## src/logic/sirqa_map.svh

```systemverilog
// Summary of operation
// (RULE1) Enable bit: 0 disables agent, default on
// (RULE2) Quiet start: one low clock, then release
// (RULE3) No start frame while a cycle runs
// (RULE4) Host extends start low to 4-8 clocks
// (RULE5) Level change in Quiet mode requests start
// (RULE6) Continuous mode: agent never starts a frame
// (RULE7) Mode changes only at stop; reset Continuous
// (RULE8) Frames counted from start rise, three clocks
// (RULE9) Sample clock: drive low only if low
// (RULE10) Recovery high after own low; turn-around release
// (RULE11) Frame N sample is 3N-1 after rise
// (RULE12) Frame map: 2=IRQ1, 3=SMI/IRQ2, 4-16=IRQ3-15
// (RULE13) Software picks one use for frame 3
// (RULE14) Frame 14 carries IRQ13
// (RULE15) Stop width: 2 Quiet, 3 Continuous
// (RULE16) Next start two clocks after stop rise
// (RULE17) Idle clocks after stop are optional
// (RULE18) Drive and sample on rising clock only
// (RULE19) Released during reset, leaves Continuous idle
// (RULE20) Host runs first cycle after reset
// (RULE21) Host delays EOI by one cycle latency
// (RULE22) Host goes Continuous before configuration change
// (RULE23) Disabled agent never drives the line
// (RULE24) Interrupt inputs synchronised before use
// (RULE25) Own start: follow host takeover and count
`ifndef SIRQA_MAP_SVH
`define SIRQA_MAP_SVH
`define SIRQA_NUM_FRAMES 5'h10
`define SIRQA_FIRST_FRAME 5'h01
`define SIRQA_FIRST_IRQ_FRAME 5'h02
`define SIRQA_STOP_QUIET 4'h2
`define SIRQA_STOP_CONT 4'h3
`define SIRQA_RUN_MAX 4'hF
`define SIRQA_SYNC_DLY 6'h02
`define SIRQA_K_MAX 6'h3F
`define SIRQA_FRAME_MAX 5'h1F
`define SIRQA_SENT_RESET 16'hFFFF
`define SIRQA_FRAME1_MASK 16'hFFFE
`endif

```

## src/logic/sirqa_pkg.sv

```systemverilog
`default_nettype none
package sirqa_pkg;
    // Cycle tracking states
    typedef enum logic [1:0] {
        SIRQA_IDLE, SIRQA_OWN_START, SIRQA_START_LOW, SIRQA_FRAMES
    } sirqa_state_t;
    // Phase of the clock currently on the line
    typedef enum logic [1:0] {
        SIRQA_SAMPLE, SIRQA_RECOVER, SIRQA_TURN
    } sirqa_phase_t;
    // Start frame ownership mode
    typedef enum logic {SIRQA_CONT, SIRQA_QUIET} sirqa_mode_t;
endpackage
`default_nettype wire

```

## src/logic/sirqa_sync.sv

```systemverilog
`default_nettype none
`include "sirqa_map.svh"
// Two-stage synchroniser, one pair of flops per bit
module sirqa_sync #(
    parameter int WIDTH = 1
) (
    input wire logic sys_clk,
    input wire logic rstn,
    input wire logic [WIDTH-1:0] asyncIn,
    output logic [WIDTH-1:0] syncOut
);
    genvar i;
    generate
        for (i = 0; i < WIDTH; i++) begin : g_bit
            logic meta; // First stage, read only by second
            // Idle level of every input is high
            always_ff @(posedge sys_clk) begin
                if (!rstn) begin
                    meta <= 1'b1;
                    syncOut[i] <= 1'b1;
                end else begin
                    meta <= asyncIn[i];
                    syncOut[i] <= meta;
                end
            end
        end
    endgenerate
endmodule
`default_nettype wire

```

## src/logic/sirqa_low_meter.sv

```systemverilog
`default_nettype none
`include "sirqa_map.svh"
// Measures consecutive low clocks on the synchronised line
module sirqa_low_meter (
    input wire logic sys_clk,
    input wire logic rstn,
    input wire logic lineLow,
    output logic riseSeen,
    output logic [3:0] lowRun
);
    logic prevLow; // Line level one clock earlier

    // Rise: low last clock, high now; lowRun still holds width
    assign riseSeen = prevLow && !lineLow;

    // Run length saturates so long lows cannot wrap
    always_ff @(posedge sys_clk) begin
        if (!rstn) begin
            prevLow <= 1'b0;
            lowRun <= 4'h0;
        end else begin
            prevLow <= lineLow;
            if (lineLow) begin
                if (!prevLow)
                    lowRun <= 4'h1;
                else if (lowRun != `SIRQA_RUN_MAX)
                    lowRun <= lowRun + 4'h1;
            end
        end
    end
endmodule
`default_nettype wire

```

## src/logic/sirqa_agent.sv

```systemverilog
`default_nettype none
`include "sirqa_map.svh"
// Serial interrupt slave agent on the shared single-wire line
module sirqa_agent (
    input wire logic sys_clk,
    input wire logic rstn,
    input wire logic serialIrqEnable,
    input wire logic frame3UsesSmi,
    input wire logic [15:1] irqIn,
    input wire logic system_mgmt_interrupt_n,
    input wire logic sirqIn,
    output logic sirqOut,
    output logic sirqOe,
    output logic quietMode,
    output logic cycleActive
);
    sirqa_pkg::sirqa_state_t state; // Cycle tracking state
    sirqa_pkg::sirqa_state_t next_state;
    sirqa_pkg::sirqa_phase_t phase; // Phase now on the line
    sirqa_pkg::sirqa_phase_t next_phase;
    sirqa_pkg::sirqa_mode_t mode; // Mode for next cycle
    logic [4:0] frameNum; // Frame now on the line
    logic [4:0] next_frame;
    logic next_oe; // Drive enable for next clock
    logic next_out; // Drive level for next clock
    logic lineSync; // Synchronised line level
    logic lineLow; // Line seen low
    logic riseSeen; // Low-to-high on line
    logic [3:0] lowRun; // Width of last low run
    logic [15:0] irqSync; // Synchronised inputs
    logic [16:1] frameVal; // Level carried per frame
    logic [16:1] sentVal; // Last level delivered per frame
    logic pending; // Undelivered change exists
    logic startReq; // Conditions for own start frame
    logic stopSeen; // Stop pulse ended this clock
    logic [5:0] kCnt; // Clocks since start rise

    // Line sampled through two flops: pin is asynchronous here
    sirqa_sync #(.WIDTH(1)) u_line_sync (
        .sys_clk(sys_clk),
        .rstn(rstn),
        .asyncIn(sirqIn),
        .syncOut(lineSync)
    );
    assign lineLow = !lineSync;

    // Interrupt levels come from other clock domains
    sirqa_sync #(.WIDTH(16)) u_irq_sync ( // RULE24
        .sys_clk(sys_clk),
        .rstn(rstn),
        .asyncIn({system_mgmt_interrupt_n, irqIn}),
        .syncOut(irqSync)
    );

    // Low run widths tell stop frames from one-clock data lows
    sirqa_low_meter u_meter (
        .sys_clk(sys_clk),
        .rstn(rstn),
        .lineLow(lineLow),
        .riseSeen(riseSeen),
        .lowRun(lowRun)
    );

    // Frame map; frame 1 carries nothing so it stays high
    always_comb begin
        frameVal[1] = 1'b1; // RULE12
        // irqSync[k-1] holds IRQk, irqSync[15] the management level
        frameVal[2] = irqSync[0]; // RULE12
        // Frame 3 shared by management interrupt and IRQ2
        frameVal[3] = frame3UsesSmi ? irqSync[15] : irqSync[1];
        // Frames 4..16 carry IRQ3..IRQ15, 14 is IRQ13
        frameVal[16:4] = irqSync[14:2]; // RULE14
    end

    // Differences to the last delivered level, frame 1 ignored
    assign pending = |((frameVal ^ sentVal) & `SIRQA_FRAME1_MASK);

    // Own start only from an idle line in Quiet mode
    assign startReq = serialIrqEnable // RULE23
        && (mode == sirqa_pkg::SIRQA_QUIET) // RULE6
        && pending && !lineLow; // RULE5

    // Stop pulse ends a cycle; one-clock lows are data
    assign stopSeen = riseSeen && (lowRun >= `SIRQA_STOP_QUIET);

    // Cycle sequencing and the drive for the next clock
    always_comb begin
        next_state = state;
        next_phase = phase;
        next_frame = frameNum;
        next_oe = 1'b0;
        next_out = 1'b0;
        unique case (state)
            sirqa_pkg::SIRQA_IDLE: begin
                // Host start wins; no own start while busy
                if (lineLow) begin
                    next_state = sirqa_pkg::SIRQA_START_LOW;
                end else if (startReq) begin // RULE16
                    next_state = sirqa_pkg::SIRQA_OWN_START; // RULE3
                    next_oe = 1'b1; // RULE2
                end
            end
            sirqa_pkg::SIRQA_OWN_START: begin
                // Released after one clock, never driven high
                if (lineLow)
                    next_state = sirqa_pkg::SIRQA_START_LOW; // RULE25
            end
            sirqa_pkg::SIRQA_START_LOW: begin
                // Rise seen two clocks late: frame 1 sample passed
                if (riseSeen) begin
                    next_state = sirqa_pkg::SIRQA_FRAMES; // RULE8
                    next_frame = `SIRQA_FIRST_FRAME; // RULE11
                    next_phase = sirqa_pkg::SIRQA_RECOVER;
                end
            end
            sirqa_pkg::SIRQA_FRAMES: begin
                if (stopSeen) begin
                    next_state = sirqa_pkg::SIRQA_IDLE; // RULE17
                end else begin
                    unique case (phase) // RULE8
                        sirqa_pkg::SIRQA_SAMPLE: begin
                            next_phase = sirqa_pkg::SIRQA_RECOVER;
                            // High only after our own low
                            next_oe = sirqOe; // RULE10
                            next_out = 1'b1;
                        end
                        sirqa_pkg::SIRQA_RECOVER: begin
                            // Turn-around always released
                            next_phase = sirqa_pkg::SIRQA_TURN; // RULE10
                        end
                        default: begin
                            next_phase = sirqa_pkg::SIRQA_SAMPLE;
                            // Saturate past last frame: host may run on
                            if (frameNum != `SIRQA_FRAME_MAX)
                                next_frame = frameNum + 5'h01;
                            // Low only for a low level we own
                            if (next_frame >= `SIRQA_FIRST_IRQ_FRAME
                                && frameNum < `SIRQA_NUM_FRAMES)
                                next_oe = !frameVal[next_frame]; // RULE9
                        end
                    endcase
                end
            end
            default: next_state = sirqa_pkg::SIRQA_IDLE;
        endcase
        // Disabled agent leaves the line alone
        if (!serialIrqEnable) // RULE1
            next_oe = 1'b0; // RULE23
        if (!next_oe)
            next_out = 1'b0;
    end

    // State, frame and phase registers
    always_ff @(posedge sys_clk) begin
        if (!rstn) begin
            state <= sirqa_pkg::SIRQA_IDLE; // RULE19
            phase <= sirqa_pkg::SIRQA_TURN;
            frameNum <= 5'h00;
        end else begin
            state <= next_state;
            phase <= next_phase;
            frameNum <= next_frame;
        end
    end

    // Pin drivers registered, change only on the rising edge
    always_ff @(posedge sys_clk) begin
        if (!rstn) begin
            sirqOe <= 1'b0; // RULE19
            sirqOut <= 1'b0;
        end else begin
            sirqOe <= next_oe; // RULE18
            sirqOut <= next_out;
        end
    end

    // Mode taken from stop width only
    always_ff @(posedge sys_clk) begin
        if (!rstn) begin
            mode <= sirqa_pkg::SIRQA_CONT; // RULE7
        end else if (state == sirqa_pkg::SIRQA_FRAMES && stopSeen) begin
            if (lowRun == `SIRQA_STOP_QUIET)
                mode <= sirqa_pkg::SIRQA_QUIET; // RULE15
            else if (lowRun == `SIRQA_STOP_CONT)
                mode <= sirqa_pkg::SIRQA_CONT; // RULE15
        end
    end

    // Delivered levels; a change caught by a running cycle
    // is recorded here and so raises no extra start
    always_ff @(posedge sys_clk) begin
        if (!rstn) begin
            sentVal <= `SIRQA_SENT_RESET;
        end else if (state == sirqa_pkg::SIRQA_FRAMES
            && phase == sirqa_pkg::SIRQA_TURN && serialIrqEnable
            && !stopSeen && frameNum < `SIRQA_NUM_FRAMES) begin
            sentVal[frameNum + 5'h01] <= frameVal[frameNum + 5'h01]; // RULE5
        end
    end

    // Clock count from the start rise, for checking only
    always_ff @(posedge sys_clk) begin
        if (!rstn)
            kCnt <= 6'h00;
        else if (state == sirqa_pkg::SIRQA_START_LOW && riseSeen)
            kCnt <= `SIRQA_SYNC_DLY + 6'h01;
        else if (kCnt != `SIRQA_K_MAX)
            kCnt <= kCnt + 6'h01;
    end

    // Status outputs
    assign quietMode = (mode == sirqa_pkg::SIRQA_QUIET);
    assign cycleActive = (state != sirqa_pkg::SIRQA_IDLE);
endmodule
`default_nettype wire

```

## config.mk

```make
export PLATFORM = sky130hd
export DESIGN_NAME = sirqa_agent
export DESIGN_NICKNAME = d
export VERILOG_FILES = /design/src/logic/sirqa_pkg.sv /design/src/logic/sirqa_sync.sv /design/src/logic/sirqa_low_meter.sv /design/src/logic/sirqa_agent.sv
export VERILOG_INCLUDE_DIRS = /design/src /design/src/logic
export SDC_FILE = /design/constraint.sdc
export NUM_CORES = 1
export LEC_CHECK = 0
export ABC_AREA = 1
export BUFFER_PORTS_ARGS = -buffer_cell sky130_fd_sc_hd__buf_2
export CAP_MARGIN = 20
export CORE_UTILIZATION = 57
export CTS_CLUSTER_SIZE = 16
export DETAILED_ROUTE_END_ITERATION = 8
export GPL_ROUTABILITY_DRIVEN = 0
export PLACE_DENSITY = 0.81
export SKIP_CTS_REPAIR_TIMING = 1
export SYNTH_ARGS = -nofsm -noshare
export SYNTH_HDL_FRONTEND = slang
export SYNTH_SLANG_ARGS = --single-unit
```

## constraint.sdc

```tcl
create_clock -name sys_clk -period 6.8 [get_ports sys_clk]
set_clock_uncertainty 0.2 [all_clocks]
set_input_delay 1.02 -clock sys_clk [delete_from_list [all_inputs] [get_ports sys_clk]]
set_output_delay 1.02 -clock sys_clk [all_outputs]
set_load 0.1 [all_outputs]
```

* Word-level counts from Yosys, hierarchy flattened
Cells that the tools add are included. W data, S select, Z words.
Word-level totals: register bits after elaboration 67, input port bits 21, logic and storage cells 138, bits in latches 0, ROM bits 0, memories 0, output and inout port bits 4, bits in writable memories 0
Operators by class: div/mod/pow operators 0, multipliers 0, reduce and logical (&&, ||, !) cells 28, magnitude comparators 6, multiplexer cells 38, add/subtract/negate cells 2, bitwise operators 5, eq/ne operators 16, shift-type cells 0
Operator list (number):
- $mux W5 | 7
- $bwmux W16 | 1
- $xor A16 B16 Y16 | 1
- $reduce_or A15 Y1 | 1
- $mux W2 | 7
- $logic_and A1 B1 Y1 | 12
- $lt A5 B6 Y1 const B | 2
- $mux W1 | 12
- $ne A2 B2 Y1 const B | 6
- $bmux W1 S5 | 2
- $pmux W5 S2 | 1
- $eq A4 B2 Y1 const B | 2
- $mux W4 | 2
- $pmux W2 S2 | 2
- $pmux W2 S4 | 1
- $reduce_and A4 Y1 | 2
- $eq A2 B2 Y1 const B | 3
- $reduce_bool A2 Y1 | 3
- $add A5 B1 Y5 const B | 1
- $demux W1 S5 | 1
- $ge A5 B1 Y1 const B | 1
- $ge A5 B2 Y1 const B | 1
- $lt A5 B5 Y1 const B | 1
- $ne A5 B5 Y1 const B | 1
- other kinds (13) | 22

* Logic depth before layout (Yosys ltp)
Gate-level depths: netlist of the first run.
word-level depth 15, depth in mapped cells 19, depth with buffers taken out 18

* Modules after synthesis
Synthesis of the first run repeated with hierarchy kept, for this count alone.
Second synthesis, totals: cell total of the unflattened synthesis 483, area, all modules 3309.4 um^2
By module, submodules not included:
- sirqa_agent | area an instance 2080.7 um^2, times used 1, cells an instance 340, sequential area each 540.5 um^2
- sirqa_sync at u_irq_sync | area an instance 914.6 um^2, times used 1, cells an instance 99, sequential area each 640.6 um^2
- sirqa_low_meter | area an instance 259.0 um^2, times used 1, cells an instance 38, sequential area each 100.1 um^2
- sirqa_sync at u_line_sync | area an instance 55.1 um^2, times used 1, cells an instance 6, sequential area each 40.0 um^2

* Worst setup path after synthesis of the first run
No wires, ideal clock.
path kind register -> output, start register state[0], end output cycleActive, buffers on the path 0, required time 5.580 ns, setup slack 4.341 ns, stages on the path, launching flop included 4, data arrival time 1.239 ns, cell sequence dfxtp_1 inv_1 ha_1 inv_1
On the way: longest elaborated chain between the ends 1
Ends and longest elaborated chain:
- from (decl) | line sirqa_agent.sv:17 | sirqa_pkg::sirqa_state_t state;
- from (signal assigned) | line sirqa_agent.sv:156 | state <= sirqa_pkg::SIRQA_IDLE;
- from (signal assigned) | line sirqa_agent.sv:160 | state <= next_state;
- $reduce_bool A2 Y1 | line sirqa_agent.sv:213 | assign cycleActive = (state != sirqa_pkg::SIRQA_IDLE);
- to (decl) | line sirqa_agent.sv:15 | output logic cycleActive
No other way between the ends.

* Final worst setup path of the first run
start register frameNum[0], end register sirqOut
On the way: longest elaborated chain between the ends 15, elaborated cells between the ends (all ways) 19, those cells by class 1 x add/sub; 2 x order compare; 1 x eq/ne; 11 x mux; 1 x bitwise; 3 x reduce/logical
Ends and longest elaborated chain:
- from (decl) | line sirqa_agent.sv:22 | logic [4:0] frameNum;
- from (signal assigned) | line sirqa_agent.sv:162 | frameNum <= next_frame;
- $add A5 B1 Y5 or $ne A5 B5 Y1 (tied branches)
- $mux W5 | line sirqa_agent.sv:134 | if (frameNum != `SIRQA_FRAME_MAX)
- $mux W5 | line sirqa_agent.sv:120 | unique case (phase)
- $mux W5 | line sirqa_agent.sv:117 | if (stopSeen) begin
- $mux W5 | line sirqa_agent.sv:93 | unique case (state)
- $bmux W1 S5 | line sirqa_agent.sv:139 | next_oe = !frameVal[next_frame];
- $mux W1 (not written as such) | line sirqa_agent.sv:139
- $logic_not A1 Y1 | line sirqa_agent.sv:139
- $mux W1 * | line sirqa_agent.sv:137 | if (next_frame >= `SIRQA_FIRST_IRQ_FRAME
- $pmux W1 S2 * | line sirqa_agent.sv:120
- $mux W1 * | line sirqa_agent.sv:117
- $pmux W1 S2 * | line sirqa_agent.sv:93
- $mux W1 * | line sirqa_agent.sv:147 | if (!serialIrqEnable)
- $not A1 Y1 (no source line) *
- $reduce_or A4 Y1 (no source line) *
- to (signal assigned) | line sirqa_agent.sv:173 | sirqOut <= next_out;
- to (decl) | line sirqa_agent.sv:12 | output logic sirqOut,
Mark *: on every way between the ends. The rest lies on a longest branch, timed or not. The select of a mux whose other input is x is not followed. A chain may end at the register's enable or synchronous reset.

==> flow_summary.json, run 1 <==
{
  "die_h_um": 77.68,
  "final_cell_mix": "nand2_1, dfxtp_1, nand3_1",
  "port_buffers": 24,
  "drive_above_1_share_pct": 21.83,
  "post-place-cells": 514,
  "rsz0062_at_grt": "no",
  "synth-seq-cells": 66,
  "antenna_found_initial": 0,
  "ir_drop_v": 0.0001658,
  "drv_slew": 0,
  "run_status": "finished clean",
  "ant_nets": 0,
  "syn_inst": 429,
  "worst_pin_slew_ns": 0.6955,
  "critical_path_class": "register to register",
  "r2r_slack_ns": 3.86,
  "die_area_um2": 6033,
  "drtIter0Drc": 262,
  "finalNetCount": 488,
  "root_buffer": "clkbuf_8",
  "clockBufferDepth": 2,
  "max_freq_mhz": 339.8,
  "syn2layout_area_growth_pct": 11.35,
  "syn_area_um2": 3264,
  "dieWidth_um": 77.68,
  "wl_um": 6817,
  "period_share_pct": 43.27,
  "dp_hpwl_um": 5070,
  "synth_top_cell_area_share_pct": 40.48,
  "grt_max_degree": 27,
  "final.min_clock_period_ns": 2.943,
  "grt_pass1_wl_um": 11630,
  "final.setup.worst_slack_ns": 3.857,
  "initial_core_util_pct": 59.28,
  "h-tree-depth": 3,
  "routedWlPerCell_um": 12.86,
  "ys_warn_count": 0,
  "syn_avg_cell_area_um2": 7.609,
  "fin_cells": 530,
  "diodes": 0,
  "cts_made_buffers": 9,
  "critical_path_arrival_ns": 3.04,
  "total_power_mw": 0.8917,
  "ys_seq_area_share_pct": 40.48,
  "ios": 25,
  "synth_edf_count": 0,
  "synth_nets": 464,
  "drc_errors": 0,
  "drt-pass1-iter-count": 5,
  "finalSetupTns_ns": 0,
  "rows": 27,
  "required_ns": 6.90,
  "cts.sink_count": 66,
  "worstPathMaxFanout": 19,
  "p_leak_nw": 1.613,
  "hold_violations": 0,
  "final_common_cell": "nand2_1",
  "clkTransAtPathRegs_ns": 0.08,
  "viasPerCell": 5.362,
  "end_kind": "register",
  "clock_latency_ns": 0.35,
  "vias": 2842,
  "synth_area_leaders": "dfxtp_1, nand2_1, nand3_1",
  "cellPowerDensity_nw_per_um2": 245.3,
  "hold_class": "register to register",
  "ys_types": 33,
  "setup_viol": 0,
  "grt_pass1_vias": 2636,
  "pre_cts_ws_ns": 3.914,
  "groute.usage.overall_pct": 25.10,
  "core_area_um2": 5507,
  "synthFlopType": "dfxtp_1",
  "yosysTopAreaCell": "dfxtp_1",
  "grt_overflow_total": 0,
  "slew_headroom_pct": 53.58,
  "cts_tree": "built",
  "synthArstFlopShare_pct": 0,
  "cap_violations": 0,
  "startpoint_type": "register"
}
-- where the power goes --
part	internal, mW	leakage (nW)	switching, mW	total, mW
registers	0.402	0.541	0.0140	0.416
logic	0.0468	0.973	0.0888	0.136
clock network	0.175	0.0988	0.165	0.341
total	0.624	1.61	0.268	0.892
-- cell usage after synthesis (all sizes together) (3+ instances only) --
master  number
ha          14
a21oi       25
nand3       56
inv         50
dfxtp       66
a31oi        3
or2         35
xor2         3
nor3         6
a211oi       5
xnor2        9
buf          6
nand2       82
clkbuf       6
nor2        28
nand4        3
o21ai       28
-- worst max-delay path, stage by stage, from the launching register on --
cell     delay (ns)
dfxtp_1        0.69
ha_1           0.28
nand2_2        0.09
nor2_1         0.15
ha_1           0.38
inv_2          0.09
nand2_1        0.17
nand2_2        0.12
nand2_1        0.08
nand3_1        0.07
nor2_1         0.11
nor2_1         0.05
nand2_1        0.06
nand2_1        0.05
nand2_1        0.05
nand2_1        0.05
nand2_1        0.05
nand2_1        0.07
nor2_1         0.09
-- kinds of logic (layout without fill, tap and decap cells) --
kind of cell | Yosys count | count (layout) | share of synthesized area [%]
and+or+nand+nor | 210 | 210 | 31.85
DFF | 66 | 66 | 40.48
muxes | 1 | 1 | 0.3449
buffers and inverters | 63 | 92 | 8.202
adders and majority gates | 14 | 14 | 5.366
xor gates and xnor gates | 12 | 12 | 3.220
AOI/OAI and AO/OA | 63 | 63 | 10.54
-- path summary, 6_finish.rpt --
check / startpoint / end / cells past startpoint
hold reg to reg: u_irq_sync.g_bit[8].meta / u_irq_sync.syncOut[8] / 1
setup / recovery: frameNum[0] / sirqOut / 18
setup reg to reg: frameNum[0] / sirqOut / 18
hold / removal: u_irq_sync.g_bit[8].meta / u_irq_sync.syncOut[8] / 1
-- stage by stage --
stage / cell area (um^2) / hold WS (ns) / utilization (%)
floorplan: 3264 / 0.1925 / -
global placement: 3401 / 0.1941 / 61.76
detailed placement: 3428 / 0.2003 / 62.26
CTS: 3635 / 0.2187 / 66.01
global route: 3635 / 0.2316 / 66.01
finish: 3635 / 0.2172 / 66.01
-- state kept, by name, indices dropped and copies added, names as in the netlist --
name,cells
frameNum,5
phase,2
quietMode,1
sentVal,15
sirqOe,1
sirqOut,1
state,2
u_irq_sync.g_bit.meta,16
u_irq_sync.syncOut,16
u_line_sync.g_bit.meta,1
u_line_sync.syncOut,1
u_meter.lowRun,4
u_meter.prevLow,1
-- area by class of cell --
| cell class | instances | area, um^2 |
|---|---|---|
| Clock inverter | 7 | 82.58 |
| Fill cell | 476 | 1872 |
| Sequential cell | 66 | 1321 |
| Inverter | 51 | 193.9 |
| Multi-Input combinational cell | 300 | 1675 |
| Timing Repair Buffer | 25 | 147.6 |
| Tap cell | 72 | 90.09 |
| Clock buffer | 9 | 123.9 |
-- routing by layer --
metal  part of all wire [%]  wire [um]  vias up  track usage [%]
met3                    6.2        426       17            7.647
li1                       -          -     1437                -
met4                    2.6        179        0            11.89
met5                      0          0        -                0
met1                     44       3031     1294            29.65
met2                     47       3180       94            41.42
No activity file was read; power rests on OpenSTA's default activity.
==> run 2, diff against run 1 <==
Settings changed: ABC_AREA 1 to 0.
Clock period 6.8 ns to 2.85 ns, I/O delays scaled along.
==> flow_summary.json, run 2 <==
{
  "run_status": "finished clean",
  "final_common_cell": "dfxtp_1",
  "critical_path_class": "register to register",
  "grt_max_degree": 33,
  "ys_types": 59,
  "regArea_um2": 1321,
  "n_fill_cell": 482,
  "clkTransAtPathRegs_ns": 0.07,
  "vias": 2661,
  "hold_class": "primary input to register",
  "cap_violations": 0,
  "clockBufferDepth": 2,
  "drc_errors": 0,
  "cellPowerDensity_nw_per_um2": 669.6,
  "wl_um": 7063,
  "dieWidth_um": 79.13,
  "rows": 27,
  "diodes": 0,
  "startpoint_type": "register",
  "setup_viol": 0,
  "fin_cells": 454,
  "multi_input_comb_area_um2": 1899,
  "synth_nets": 391,
  "period_share_pct": 88.47,
  "yosysTopAreaCell": "dfxtp_1",
  "cts_tree": "built",
  "core_area_um2": 5608,
  "critical_path_arrival_ns": 2.52,
  "viasPerCell": 5.861,
  "cts_made_buffers": 9,
  "max_freq_mhz": 396.6,
  "pre_cts_ws_ns": 0.3850,
  "synth_edf_count": 0,
  "worst_pin_slew_ns": 0.5444,
  "grt_overflow_total": 0,
  "hold_violations": 0,
  "h-tree-depth": 3,
  "slew_headroom_pct": 63.57,
  "ys_warn_count": 0,
  "drive_above_1_share_pct": 16.75,
  "cp.buffers_inverters": 2,
  "synthFlopType": "dfxtp_1",
  "finalSetupTns_ns": 0,
  "clock_latency_ns": 0.35,
  "cpLargestDelayFamily": "compound AO/OA/AOI/OAI gates",
  "synth_area_leaders": "dfxtp_1, nand2b_1, ha_1",
  "final.min_clock_period_ns": 2.521,
  "ir_drop_v": 0.0004116,
  "cts.sink_count": 66,
  "post-place-cells": 438,
  "finalNetCount": 412,
  "required_ns": 2.85,
  "die_area_um2": 6261,
  "ios": 25,
  "antenna_found_initial": 0,
  "groute.usage.overall_pct": 25.30,
  "worstPathMaxFanout": 15,
  "grt_pass1_wl_um": 12080,
  "p_leak_nw": 1.479,
  "cp_cell_sequence": "inv_1 -> ha_1 -> buf_4 -> nand3b_1 -> a21oi_1 -> o21ai_1 -> o2111a_2 -> a41oi_1",
  "ant_nets": 0,
  "dp_hpwl_um": 4998,
  "synthArstFlopShare_pct": 0,
  "cpMaxStageDelayCell": "ha_1",
  "final_cell_mix": "dfxtp_1, nand2b_1, buf_2",
  "synth_top_cell_area_share_pct": 38.97,
  "die_h_um": 79.13,
  "critPathMaxStageDelay_ns": 0.49,
  "port_buffers": 24,
  "routedWlPerCell_um": 15.56,
  "synth-seq-cells": 66,
  "end_kind": "register",
  "grt_pass1_vias": 2618,
  "syn_inst": 356,
  "synth_most_common_cell": "dfxtp_1",
  "initial_core_util_pct": 60.46,
  "rsz0062_at_grt": "no",
  "syn_avg_cell_area_um2": 9.525,
  "reg.largest.list": "u_irq_sync.g_bit.meta: 16 flops, u_irq_sync.syncOut: 16 flops, sentVal: 15 flops",
  "synthTopCellsByCount": "dfxtp_1, nand2b_1, nor2_1",
  "ys_seq_area_share_pct": 38.97,
  "syn2layout_area_growth_pct": 10.85,
  "root_buffer": "clkbuf_8",
  "drt-pass1-iter-count": 5,
  "drtIter0Drc": 251,
  "syn_area_um2": 3391,
  "final.setup.worst_slack_ns": 0.3286,
  "drv_slew": 0
}
## run 2: cell count changes after synthesis, sizes merged, moves of 13 or more
| cell | delta |
|---|---|
| a21oi | -13 |
| inv | -39 |
| mux2i | +16 |
| nand2 | -67 |
| nand2b | +46 |
| nand3 | -50 |
| o21ai | -23 |
| or2 | -34 |
## run 2: worst register-to-register path, delay by kind of cell (launching register included)
kind / cells / cell delay [ns]
AO/OA/AOI/OAI: 4 / 0.80
adder cells (fa/ha/maj): 1 / 0.49
buffers and inverters: 2 / 0.36
flip-flops: 1 / 0.41
AND/OR/NAND/NOR: 1 / 0.12
## run 2: final timing paths
path	cells past startpoint	slack, ns	endpoint	startpoint
max	8	0.33	sentVal[16]	frameNum[1]
min	2	0.06	u_irq_sync.g_bit[4].meta	irqIn[5]
max reg2reg	8	0.33	sentVal[16]	frameNum[1]
min reg2reg	1	0.21	u_irq_sync.syncOut[3]	u_irq_sync.g_bit[3].meta
## run 2: final cells by class
| type | instances | area share (%) |
|---|---|---|
| inverter | 11 | 1.099 |
| clock inverter | 5 | 2.264 |
| multi-input combinational | 257 | 50.53 |
| sequential | 66 | 35.15 |
| clock buffer | 11 | 3.762 |
| timing repair buffer | 32 | 4.794 |
| tap | 72 | 2.397 |
## run 2: per-stage QoR
stage               instance area (um^2)  util [%]  hold WS, ns  total power, mW
finish                              3759     67.02      0.05578            2.517
global route                        3759     67.02      0.04970            2.628
CTS                                 3759     67.02      0.04749            2.527
detailed placement                  3532     62.99       0.1917            1.642
global placement                    3532     62.99       0.1892            1.622
floorplan                           3391         -       0.1863            1.527
## run 2: per-layer routing
layer | up-vias | GRT usage, % | share of wire [%]
met2 | 95 | 39.66 | 47
li1 | 1299 | - | -
met4 | 0 | 16.55 | 3.7
met1 | 1245 | 31.61 | 43
met3 | 22 | 4.828 | 6.4
met5 | - | 0 | 0
## run 2: report_power, final
group	internal (mW)	total (mW)	switching [mW]
logic	0.247	0.611	0.364
registers	0.973	1.02	0.0511
clock network	0.523	0.882	0.359
total	1.74	2.52	0.774
## run 2: cells by family (layout without fill, tap and decap cells)
family | count (synthesis) | count (layout) | synth area share, %
buffers and inverters | 33 | 59 | 5.018
AND/OR/NAND/NOR | 130 | 130 | 22.44
flip-flops | 66 | 66 | 38.97
adder cells (fa/ha/maj) | 14 | 14 | 5.166
multiplexers | 21 | 21 | 7.490
XOR/XNOR | 24 | 24 | 6.199
AO/OA/AOI/OAI | 68 | 68 | 14.72
